`src/verilog/recovery_map.svh`:
```
// register offsets, reset values and timing figures of the fault recovery unit
`ifndef RECOVERY_MAP_SVH
`define RECOVERY_MAP_SVH

`define RCV_CTRL_OFS 6'h00
`define RCV_FAULT_SEL_OFS 6'h04
`define RCV_INIT_DELAY_OFS 6'h08
`define RCV_REPEAT_DELAY_OFS 6'h0c
`define RCV_MAX_RESTARTS_OFS 6'h10
`define RCV_STATUS_OFS 6'h14
`define RCV_TIME_LEFT_OFS 6'h18
`define RCV_IRQ_STAT_OFS 6'h1c
`define RCV_IRQ_MASK_OFS 6'h20

`define RCV_CTRL_EN_BIT 0
`define RCV_CTRL_MODE_LSB 1
`define RCV_CTRL_MODE_MSB 2
`define RCV_ST_ACTIVE_BIT 0
`define RCV_ST_PENDING_BIT 1
`define RCV_ST_SELF_DIS_BIT 2
`define RCV_ST_ATT_LSB 8
`define RCV_ST_ATT_MSB 12

`define RCV_INIT_DELAY_RST 22'h00ea60
`define RCV_REPEAT_DELAY_RST 22'h01d4c0
`define RCV_MAX_RESTARTS_RST 5'h05
`define RCV_MAX_RESTARTS_LIM 5'h14
`define RCV_RUN_WORD 4'hf

`define RCV_CLK_PERIOD_NS 50
`define RCV_TICK_NS 1000000
`define RCV_TICK_CYCLES (`RCV_TICK_NS / `RCV_CLK_PERIOD_NS)
`define RCV_FLASH_MS 9'h0fa

`endif

```
`src/verilog/recovery_pkg.sv`:
```
// types shared by the fault recovery unit and its bench
package recovery_pkg;

    typedef enum logic [1:0] {
        MODE_CLEAR,
        MODE_RESTART,
        MODE_START,
        MODE_SPARE
    } recovery_mode_t;

    typedef enum logic [2:0] {
        ST_IDLE,
        ST_WAIT,
        ST_DELAY,
        ST_FIRE,
        ST_SELF_DIS
    } recovery_state_t;

    typedef struct packed {
        logic trip_event;
        logic [4:0] trip_code;
        logic sources_active;
        logic motor_running;
        logic run_cmd;
        logic [3:0] ctrl_word;
        logic ext_trip_reset;
    } drive_in_t;

    typedef struct packed {
        logic fault_clear;
        logic restart;
    } drive_cmd_t;

endpackage : recovery_pkg

```
`src/verilog/fault_recovery_unit.sv`:
```
// fault auto recovery sequencer with avalon-mm registers and interrupt
// Notes on behaviour
// - restart mode delays only after sources clear
// - delay expiry clears trip; restart requested only if run still held (restart) or control word runs (start)
// - no restart if stopped or run dropped
// - without restart, act as clear-only
// - restart mode flags pending restart
// - each restart attempt decrements attempts left
// - zero attempts plus selected trip self-disables in restart or start mode
// - start mode starts when control word runs
// - start mode flags each pending start
// - self-disabled until external trip reset or enable false
// - enable false then true re-arms
// - selected trip raises active flag
// - pending restart flashes run key led
// - flags and run key led clear on completion or disable
// - only selected trips activate the unit
// - enable false disables at once
// - clear-only mode clears trip without delay
`include "recovery_map.svh"

module fault_recovery_unit import recovery_pkg::*; #(
    parameter int unsigned TICK_CYCLES = `RCV_TICK_CYCLES
) (
    // clock, reset, enable
    input wire logic ref_clk,
    input wire logic rst,
    input wire logic clk_en,
    // avalon-mm slave
    input wire logic [5:0] avs_address,
    input wire logic avs_read,
    input wire logic avs_write,
    input wire logic [31:0] avs_writedata,
    output logic [31:0] avs_readdata,
    output logic avs_waitrequest,
    // drive sequencing side
    input drive_in_t drive_in,
    output drive_cmd_t drive_cmd,
    // indicators
    output logic recovery_active_flag,
    output logic restart_pending_flag,
    output logic keypad_panel_run_led,
    output logic irq
);

    function automatic logic fault_selected(input logic [31:0] sel, input logic [4:0] code);
        fault_selected = sel[code];
    endfunction : fault_selected

    function automatic logic mode_restarts(input recovery_mode_t m);
        mode_restarts = (m == MODE_RESTART) || (m == MODE_START);
    endfunction : mode_restarts

    logic recovery_enable_r;
    recovery_mode_t recovery_mode_select_r;
    logic [31:0] recovery_fault_select_r;
    logic [21:0] init_delay_r;
    logic [21:0] repeat_delay_r;
    logic [4:0] max_restarts_r;
    logic [2:0] irq_mask_r;
    logic [2:0] irq_stat_r;
    logic [2:0] irq_stat_nxt;
    recovery_state_t state_r;
    logic [4:0] attempts_r;
    logic [21:0] remain_r;
    logic restart_ok_r;
    logic retry_r;
    logic [31:0] tick_cnt_r;
    logic tick;
    logic [8:0] blink_cnt_r;
    logic blink_r;
    logic trip_hit;
    logic self_dis_go;
    logic will_restart, skip_delay;
    logic wr_go;
    logic rd_go;

    assign wr_go = avs_write && !avs_waitrequest;
    assign rd_go = avs_read && !avs_waitrequest;
    assign tick = (tick_cnt_r == TICK_CYCLES - 32'd1);
    assign trip_hit = drive_in.trip_event
        && fault_selected(recovery_fault_select_r, drive_in.trip_code);
    assign self_dis_go = trip_hit && (attempts_r == 5'h00)
        && mode_restarts(recovery_mode_select_r);
    always_comb begin
        if (recovery_mode_select_r == MODE_RESTART) begin
            will_restart = restart_ok_r && drive_in.run_cmd;
        end else if (recovery_mode_select_r == MODE_START) begin
            will_restart = (drive_in.ctrl_word == `RCV_RUN_WORD);
        end else begin
            will_restart = 1'b0;
        end
    end
    assign skip_delay = (recovery_mode_select_r == MODE_RESTART) && !will_restart;

    function automatic logic [31:0] read_mux(input logic [5:0] a);
        read_mux = 32'h0000_0000;
        if (a == `RCV_CTRL_OFS) begin
            read_mux[`RCV_CTRL_EN_BIT] = recovery_enable_r;
            read_mux[`RCV_CTRL_MODE_MSB:`RCV_CTRL_MODE_LSB] = recovery_mode_select_r;
        end else if (a == `RCV_FAULT_SEL_OFS) begin
            read_mux = recovery_fault_select_r;
        end else if (a == `RCV_INIT_DELAY_OFS) begin
            read_mux[21:0] = init_delay_r;
        end else if (a == `RCV_REPEAT_DELAY_OFS) begin
            read_mux[21:0] = repeat_delay_r;
        end else if (a == `RCV_MAX_RESTARTS_OFS) begin
            read_mux[4:0] = max_restarts_r;
        end else if (a == `RCV_STATUS_OFS) begin
            read_mux[`RCV_ST_ACTIVE_BIT] = recovery_active_flag;
            read_mux[`RCV_ST_PENDING_BIT] = restart_pending_flag;
            read_mux[`RCV_ST_SELF_DIS_BIT] = (state_r == ST_SELF_DIS);
            read_mux[`RCV_ST_ATT_MSB:`RCV_ST_ATT_LSB] = attempts_r;
        end else if (a == `RCV_TIME_LEFT_OFS) begin
            read_mux[21:0] = remain_r;
        end else if (a == `RCV_IRQ_STAT_OFS) begin
            read_mux[2:0] = irq_stat_r;
        end else if (a == `RCV_IRQ_MASK_OFS) begin
            read_mux[2:0] = irq_mask_r;
        end
    endfunction : read_mux

    // bus handshake: one wait cycle, then the access completes
    always_ff @(posedge ref_clk) begin
        if (rst) begin
            avs_waitrequest <= 1'b1;
            avs_readdata <= 32'h0000_0000;
        end else if (clk_en) begin
            if ((avs_read || avs_write) && avs_waitrequest) begin
                avs_waitrequest <= 1'b0;
                avs_readdata <= avs_read ? read_mux(avs_address) : 32'h0000_0000;
            end else begin
                avs_waitrequest <= 1'b1;
            end
        end
    end

    // configuration registers
    always_ff @(posedge ref_clk) begin
        if (rst) begin
            recovery_enable_r <= 1'b0;
            recovery_mode_select_r <= MODE_CLEAR;
            recovery_fault_select_r <= 32'h0000_0000;
            init_delay_r <= `RCV_INIT_DELAY_RST;
            repeat_delay_r <= `RCV_REPEAT_DELAY_RST;
            max_restarts_r <= `RCV_MAX_RESTARTS_RST;
            irq_mask_r <= 3'h0;
        end else if (clk_en && wr_go) begin
            if (avs_address == `RCV_CTRL_OFS) begin
                recovery_enable_r <= avs_writedata[`RCV_CTRL_EN_BIT];
                recovery_mode_select_r <=
                    recovery_mode_t'(avs_writedata[`RCV_CTRL_MODE_MSB:`RCV_CTRL_MODE_LSB]);
            end else if (avs_address == `RCV_FAULT_SEL_OFS) begin
                recovery_fault_select_r <= avs_writedata;
            end else if (avs_address == `RCV_INIT_DELAY_OFS) begin
                init_delay_r <= avs_writedata[21:0];
            end else if (avs_address == `RCV_REPEAT_DELAY_OFS) begin
                repeat_delay_r <= avs_writedata[21:0];
            end else if (avs_address == `RCV_MAX_RESTARTS_OFS) begin
                max_restarts_r <= (avs_writedata[4:0] > `RCV_MAX_RESTARTS_LIM) ?
                    `RCV_MAX_RESTARTS_LIM : avs_writedata[4:0];
            end else if (avs_address == `RCV_IRQ_MASK_OFS) begin
                irq_mask_r <= avs_writedata[2:0];
            end
        end
    end

    // millisecond tick for delays and led flashing
    always_ff @(posedge ref_clk) begin
        if (rst) begin
            tick_cnt_r <= 32'h0000_0000;
        end else if (clk_en) begin
            tick_cnt_r <= tick ? 32'h0000_0000 : tick_cnt_r + 32'h0000_0001;
        end
    end

    // recovery sequence
    always_ff @(posedge ref_clk) begin
        if (rst) begin
            state_r <= ST_IDLE;
            attempts_r <= `RCV_MAX_RESTARTS_RST;
            remain_r <= 22'h000000;
            restart_ok_r <= 1'b0;
            retry_r <= 1'b0;
            recovery_active_flag <= 1'b0;
            drive_cmd <= '0;
        end else if (clk_en) begin
            drive_cmd <= '0;
            if (!recovery_enable_r) begin
                state_r <= ST_IDLE;
                recovery_active_flag <= 1'b0;
                attempts_r <= max_restarts_r;
                retry_r <= 1'b0;
                remain_r <= 22'h000000;
            end else begin
                case (state_r)
                    ST_IDLE: begin
                        if (self_dis_go) begin
                            state_r <= ST_SELF_DIS;
                        end else if (trip_hit) begin
                            state_r <= ST_WAIT;
                            recovery_active_flag <= 1'b1;
                            restart_ok_r <= drive_in.motor_running && drive_in.run_cmd;
                        end
                    end
                    ST_WAIT: begin
                        if (!drive_in.run_cmd) begin
                            restart_ok_r <= 1'b0;
                        end
                        if (!drive_in.sources_active) begin
                            if (!mode_restarts(recovery_mode_select_r) || skip_delay) begin
                                state_r <= ST_FIRE;
                            end else begin
                                remain_r <= retry_r ? repeat_delay_r : init_delay_r;
                                state_r <= ST_DELAY;
                            end
                        end
                    end
                    ST_DELAY: begin
                        if (!drive_in.run_cmd) begin
                            restart_ok_r <= 1'b0;
                        end
                        if ((remain_r == 22'h000000) || skip_delay) begin
                            state_r <= ST_FIRE;
                        end else if (tick) begin
                            remain_r <= remain_r - 22'h000001;
                        end
                    end
                    ST_FIRE: begin
                        drive_cmd.fault_clear <= 1'b1;
                        drive_cmd.restart <= will_restart;
                        if (will_restart) begin
                            attempts_r <= attempts_r - 5'h01;
                            retry_r <= 1'b1;
                        end
                        recovery_active_flag <= 1'b0;
                        state_r <= ST_IDLE;
                    end
                    ST_SELF_DIS: begin
                        if (drive_in.ext_trip_reset) begin
                            state_r <= ST_IDLE;
                            attempts_r <= max_restarts_r;
                            retry_r <= 1'b0;
                        end
                    end
                    default: begin
                        state_r <= ST_IDLE;
                    end
                endcase
            end
        end
    end

    // pending flag and flashing run key
    always_ff @(posedge ref_clk) begin
        if (rst) begin
            restart_pending_flag <= 1'b0;
            keypad_panel_run_led <= 1'b0;
            blink_cnt_r <= 9'h000;
            blink_r <= 1'b0;
        end else if (clk_en) begin
            restart_pending_flag <= recovery_enable_r && will_restart
                && ((state_r == ST_WAIT) || (state_r == ST_DELAY));
            if (tick) begin
                blink_cnt_r <= (blink_cnt_r == `RCV_FLASH_MS - 9'h001) ?
                    9'h000 : blink_cnt_r + 9'h001;
                if (blink_cnt_r == `RCV_FLASH_MS - 9'h001) begin
                    blink_r <= !blink_r;
                end
            end
            keypad_panel_run_led <= restart_pending_flag && blink_r;
        end
    end

    // sticky events: activation, completion, self-disable; read clears, set wins
    always_comb begin
        irq_stat_nxt = irq_stat_r;
        if (rd_go && (avs_address == `RCV_IRQ_STAT_OFS)) begin
            irq_stat_nxt = 3'h0;
        end
        if (recovery_enable_r && (state_r == ST_IDLE)) begin
            irq_stat_nxt[0] = irq_stat_nxt[0] || (trip_hit && !self_dis_go);
            irq_stat_nxt[2] = irq_stat_nxt[2] || self_dis_go;
        end
        if (recovery_enable_r && (state_r == ST_FIRE)) begin
            irq_stat_nxt[1] = 1'b1;
        end
    end

    always_ff @(posedge ref_clk) begin
        if (rst) begin
            irq_stat_r <= 3'h0;
            irq <= 1'b0;
        end else if (clk_en) begin
            irq_stat_r <= irq_stat_nxt;
            irq <= |(irq_stat_nxt & irq_mask_r);
        end
    end
endmodule : fault_recovery_unit

```
`config.mk`:
```
export PLATFORM = sky130hd
export DESIGN_NAME = fault_recovery_unit
export DESIGN_NICKNAME = d
export VERILOG_FILES = /design/src/verilog/recovery_pkg.sv /design/src/verilog/fault_recovery_unit.sv
export VERILOG_INCLUDE_DIRS = /design/src /design/src/verilog
export SDC_FILE = /design/constraint.sdc
export NUM_CORES = 1
export LEC_CHECK = 0
export ABC_AREA = 1
export BUFFER_PORTS_ARGS = -buffer_cell sky130_fd_sc_hd__buf_2
export CAP_MARGIN = 20
export CORE_AREA = 2 2 158 160
export CTS_CLUSTER_SIZE = 10
export DETAILED_ROUTE_END_ITERATION = 7
export DIE_AREA = 0 0 160 162
export PLACE_DENSITY = 0.68
export RECOVER_POWER = 25
export SYNTH_ARGS = -nofsm -noshare
export SYNTH_HDL_FRONTEND = slang
export SYNTH_SLANG_ARGS = --single-unit
export TNS_END_PERCENT = 10
```
`constraint.sdc`:
```
create_clock -name ref_clk -period 3.1 [get_ports ref_clk]
set_input_delay 0.465 -clock ref_clk [delete_from_list [all_inputs] [get_ports ref_clk]]
set_output_delay 0.465 -clock ref_clk [all_outputs]
set_load 0.01 [all_outputs]
```
==> results of run 1 <==
## registers in the layout, summed over array words and instances (netlist names), 2 cells and up
register	cells
drive_cmd	2
init_delay_r	22
recovery_mode_select_r	2
irq_mask_r	3
max_restarts_r	5
remain_r	22
attempts_r	5
repeat_delay_r	22
recovery_fault_select_r	32
state_r	3
avs_readdata	32
irq_stat_r	3
blink_cnt_r	9
tick_cnt_r	32
## path summary, 6_finish.rpt
kind | startpoint | end | slack [ns] | cells past startpoint
setup / recovery | clk_en | avs_readdata[3] | 0.44 | 9
hold / removal | avs_writedata[26] | recovery_fault_select_r[26] | 0.17 | 3
setup reg to reg | tick_cnt_r[0] | tick_cnt_r[16] | 0.48 | 9
hold reg to reg | avs_readdata[26] | avs_readdata[26] | 0.46 | 2
## routing by layer
layer	wire length, um	part of all wire (%)	track usage, %
met1	15400	46	35.0
met2	15100	45	40.4
met3	2210	6.6	3.06
met4	939	2.8	7.70
met5	0	0	0
## power breakdown
part,switching [uW],total (uW),internal [uW]
combinational,340,483,143
clock,1080,2670,1600
sequential,28.0,2670,2640
## placed cells by master (no fill, tap or decap), types with 15 or more instances in the layout
cell         n
clkbuf_1    47
nor2_1     217
nor3_1      45
clkbuf_16   25
a31oi_1     25
buf_4       18
xor2_1      18
buf_2       55
nor4_1      15
nand4_1     46
dfxtp_1    203
o211ai_1    22
o221ai_1    18
inv_1      156
a21oi_1    108
nand3_1     85
nand2_1    339
o21ai_0    133
## worst min-delay path, delay by kind of cell
kind / cells / cell delay [ns]
and+or+nand+nor: 2 / 0.11
buffers and inverters: 1 / 0.07
## metrics by stage
stage | hold WS [ns] | utilization (%) | cell area, um2
2_1_floorplan | 0.439 | - | 10800
6_report | 0.167 | 50.5 | 12200
3_3_place_gp | 0.454 | 47.7 | 11500
4_1_cts | 0.147 | 50.7 | 12200
3_5_place_dp | 0.453 | 47.7 | 11500
5_1_grt | 0.156 | 50.5 | 12200
## kinds of logic after synthesis
group | after synthesis
buf+inv | 244
fa+ha+maj | 9
compound gates | 343
simple gates | 795
flops | 203
xor+xnor | 20
## cell usage after synthesis (3+ instances only)
cell type / number / area, um2
buf_4: 5 / 37.5
nand3_1: 85 / 425
nor3b_1: 5 / 37.5
nand3_2: 4 / 40.0
nand4_1: 46 / 288
or2_2: 6 / 37.5
nand2_2: 6 / 37.5
a211oi_1: 13 / 97.6
buf_2: 18 / 90.1
o22ai_1: 11 / 68.8
o221ai_1: 18 / 158
a31oi_1: 25 / 156
clkbuf_1: 53 / 199
ha_1: 9 / 113
inv_2: 7 / 26.3
o211ai_1: 22 / 165
nand2_1: 339 / 1270
nor4_1: 15 / 93.8
inv_1: 157 / 589
nor2_1: 216 / 811
dfxtp_1: 203 / 4060
o21ai_0: 133 / 666
nor2_2: 12 / 75.1
xor2_1: 18 / 158
nor2_4: 4 / 45.0
nand3b_1: 5 / 37.5
a21oi_1: 108 / 541
nor3_1: 45 / 225
o2111ai_1: 3 / 26.3
## area by class of cell
cell class              instances  area, um2  area share (%)
flip-flops and latches        203       4060            33.4
well taps                     324        405            3.33
inverters                     166        623            5.12
repair buffers                118        619            5.09
clock buffers                  32        682            5.61
multi-input cells            1167       5730            47.1
clock inverters                 3       43.8           0.360
==> qor.yml, run 1 <==
power_and_ir_drop:
  power.density_nw_per_um2: 479
  vdd_ir_drop_max_mv: 0.355
  leakage_uw: 0.00486
  total_power_uw: 5830
global_routing:
  grt_max_degree: 105
  grt_overflow: 0
  grt_usage_pct: 25.0
  grt_pass1_vias: 10100
  antenna_found_initial: 0
  grt_pass1_wl_um: 53200
synth:
  synth-warning-count: 0
  synth_cells: 1614
  synth-adder-area-share_pct: 1.05
  async_flop_share_pct: 0
  synth_compound_area_share_pct: 18.2
  avgSynthCellArea_um2: 6.66
  synth_xor_area_share_pct: 1.63
  yosys.area_share.simple_pct: 32.4
  muxShareOfSynthArea_pct: 0
  netlist_area_um2: 10800
  synth-seq-area-share_pct: 37.8
  synth_nets: 1680
  ys_types: 44
  synth_ff_type: "dfxtp_1"
  synth_seq_cells: 203
  synth_top_family_by_area: "simple AND/OR/NAND/NOR gates"
  synth-edff-count: 0
timing:
  setup-violations-final: 0
  finalHoldViolCount: 0
  totalNegativeSetupSlack_ns: 0
  fin_crit_sh_pct: 85.7
  final.setup.worst_slack_ns: 0.443
  tightestPinTransition_ns: 1.21
  finalClockSkew_ns: 0.0150
  max_freq_mhz: 376
  max_slew_margin_pct: 19.0
  slew_viol_final: 0
  period_needed_ns: 2.66
  rsz0062_at_grt: "no"
final_layout:
  instances_no_fill: 2013
  fillers: 2545
  area_delta_synth_final_pct: 13.1
  drive_gt1_share_pct: 8.88
  n_antenna_cell: 0
  fin_nets: 1747
critical_path:
  cp_max_fo: 28
  crit_family: "buffers and inverters"
  required_ns: 3.54
  worst-path-buf-inv: 4
  path_common_cell: "clkbuf_1"
  crit_slowest_cell: "clkbuf_1"
  worstPathCellList: "clkbuf_1, inv_1, clkbuf_1, nor3_2, nand2_1, nor2_2, buf_4, o221ai_1, a31oi_1"
  critical_path_class: "in -> reg"
  worstSetupStartpointType: "input pin"
  endpoint_kind: "flip-flop"
  cp_slowest_stage_delay_ns: 0.53
  crit_arrival_ns: 3.10
clocking:
  clock_sinks: 203
  clock_latency_ns: 0.53
  post_cts_buffers: 0
  cts_buffers: 25
  cts_tree: "built"
  cts_resized: 0
  cts_root_buffer: "clkbuf_16"
  cts_hold_buf: 0
  clockBufferDepth: 3
  htreeDepth: 1
  clk_pin_slew_ns: 0.05
drt:
  ant_nets: 0
  wl_per_cell_um: 16.7
  routed-via-count: 11200
  post-route-drc-count: 0
  drtPass1Iterations: 6
  drt_iter0_markers: 1080
  via_per_inst: 5.57
  wl_um: 33600
place:
  gp_congestion: 0.900
  dp.final_hpwl_um: 23900
  dpl_worst_slack_ns: 0.545
  port_buffers: 95
  post-place-cells: 1977
floorplan:
  start_util_pct: 44.6
  rows: 57
  io_pins: 96
  die_width_um: 160
  fp.dieH_um: 162
  die_area_um2: 25900
  core-area_um2: 24100
hold_path:
  hold_path_class: "in -> reg"
status:
  status: "completed"
job:
  drv_cap: 0
Note: power is estimated with default switching activity, not from simulation.
==> run 2: changes to the inputs <==
CTS_BUF_LIST = sky130_fd_sc_hd__clkbuf_2 sky130_fd_sc_hd__clkbuf_4 sky130_fd_sc_hd__clkbuf_8   (was unset)
==> run 2 against run 1 <==
First-iteration DRC count down 13%; die area unchanged; combinational power about the same; sequential power about the same; core utilization rose by 0.76 points; largest power group is now clock; via count rose by 0.59%; clock power grew 15%; sequential cell count stayed put; hold slack got worse by 0.0095 ns; clock-buffer cell count up 28.
==> qor.yml, run 2 (same netlist as run 1, synthesis figures left out) <==
status:
  status: "completed"
clocking:
  clock_sinks: 203
  clk_pin_slew_ns: 0.06
  cts_hold_buf: 0
  cts_resized: 0
  clock_latency_ns: 0.54
  clockBufferDepth: 3
  post_cts_buffers: 0
  cts_tree: "built"
  cts_buffers: 38
  htreeDepth: 2
  cts_root_buffer: "clkbuf_8"
critical_path:
  required_ns: 3.55
  crit_arrival_ns: 3.11
  critical_path_class: "in -> reg"
  worstSetupStartpointType: "input pin"
  cp_slowest_stage_delay_ns: 0.54
  worstPathCellList: "clkbuf_1, inv_1, clkbuf_1, nor3_2, nand2_1, nor2_2, buf_4, o221ai_1, a31oi_1"
  crit_slowest_cell: "clkbuf_1"
  cp_max_fo: 28
  rrSetupSlack_ns: 0.47
  path_common_cell: "clkbuf_1"
  endpoint_kind: "flip-flop"
floorplan:
  io_pins: 96
  core-area_um2: 24100
  die_width_um: 160
  rows: 57
  start_util_pct: 44.6
  fp.dieH_um: 162
  die_area_um2: 25900
drt:
  wl_per_cell_um: 16.6
  wl_um: 33900
  routed-via-count: 11300
  post-route-drc-count: 0
  ant_nets: 0
  drt_iter0_markers: 936
  drtPass1Iterations: 6
  via_per_inst: 5.52
global_routing:
  grt_overflow: 0
  grt_pass1_wl_um: 53700
  grt_pass1_vias: 10300
  antenna_found_initial: 1
  grt_usage_pct: 25.4
  grt_max_degree: 105
timing:
  period_needed_ns: 2.66
  finalClockSkew_ns: 0.0250
  whs_ns: 0.158
  max_slew_margin_pct: 17.2
  finalHoldViolCount: 0
  final.setup.worst_slack_ns: 0.439
  tightestPinTransition_ns: 1.24
  totalNegativeSetupSlack_ns: 0
  setup-violations-final: 0
  max_freq_mhz: 376
  rsz0062_at_grt: "no"
  fin_crit_sh_pct: 85.8
  slew_viol_final: 0
final_layout:
  n_antenna_cell: 0
  drive_gt1_share_pct: 10.8
  top_regs: "avs_readdata (32), recovery_fault_select_r (32), tick_cnt_r (32)"
  layout_common_cells: "nand2_1 (339), nor2_1 (218), dfxtp_1 (203)"
  area_delta_synth_final_pct: 14.8
  final_core_util_pct: 51.2
  layout_commonest_cell: "nand2_1"
  fin_nets: 1760
place:
  dpl_worst_slack_ns: 0.545
  port_buffers: 95
  gp_congestion: 0.900
  dp.final_hpwl_um: 23900
power_and_ir_drop:
  power.density_nw_per_um2: 505
  vdd_ir_drop_max_mv: 0.364
  leakage_uw: 0.00498
  total_power_uw: 6230
job:
  drv_cap: 0
hold_path:
  hold_path_class: "in -> reg"
run 2: cell count changes in the layout (fill, tap and decap cells not counted), sizes merged:
cell      before  now
clkinvlp       0    1
inv          165  164
clkbuf        75  102
clkinv         3    4
buf           75   76
bufinv         1    4
run 2: path summary, 6_finish.rpt:
| check | from | end | cells past startpoint |
|---|---|---|---|
| setup / recovery | clk_en | avs_readdata[3] | 9 |
| hold / removal | avs_writedata[26] | recovery_fault_select_r[26] | 3 |
| setup reg to reg | tick_cnt_r[0] | tick_cnt_r[16] | 9 |
| hold reg to reg | avs_readdata[26] | avs_readdata[26] | 2 |
run 2: critical path, delay by kind of cell:
family / cells / cell delay (ns)
buffers and inverters: 4 / 1.42
AND/OR/NAND/NOR: 3 / 0.79
AO/OA/AOI/OAI: 2 / 0.41
run 2: metrics by stage:
stage | cell area, um2 | instances
2_1_floorplan | 10800 | 1614
3_3_place_gp | 11500 | 1977
3_5_place_dp | 11500 | 1977
4_1_cts | 12400 | 2044
5_1_grt | 12300 | 2045
6_report | 12300 | 2045
run 2: cell type report:
| type | instances | area (um2) |
|---|---|---|
| fillers | 2532 | 11800 |
| multi-input cells | 1167 | 5720 |
| flip-flops and latches | 203 | 4060 |
| clock buffers | 60 | 769 |
| repair buffers | 118 | 623 |
| inverters | 166 | 623 |
| well taps | 324 | 405 |
| clock inverters | 7 | 138 |
run 2: where the power goes:
| group | switching, uW | internal (uW) |
|---|---|---|
| Clock | 1170 | 1910 |
| Sequential | 27.9 | 2640 |
| Combinational | 339 | 143 |
| Total | 1540 | 4690 |
run 2: metal layers:
layer  part of all wire (%)  track usage, %
met3                    7.5            4.01
met1                     45            34.9
met2                     44            40.4
met4                    3.4            9.38
met5                  0.030               0
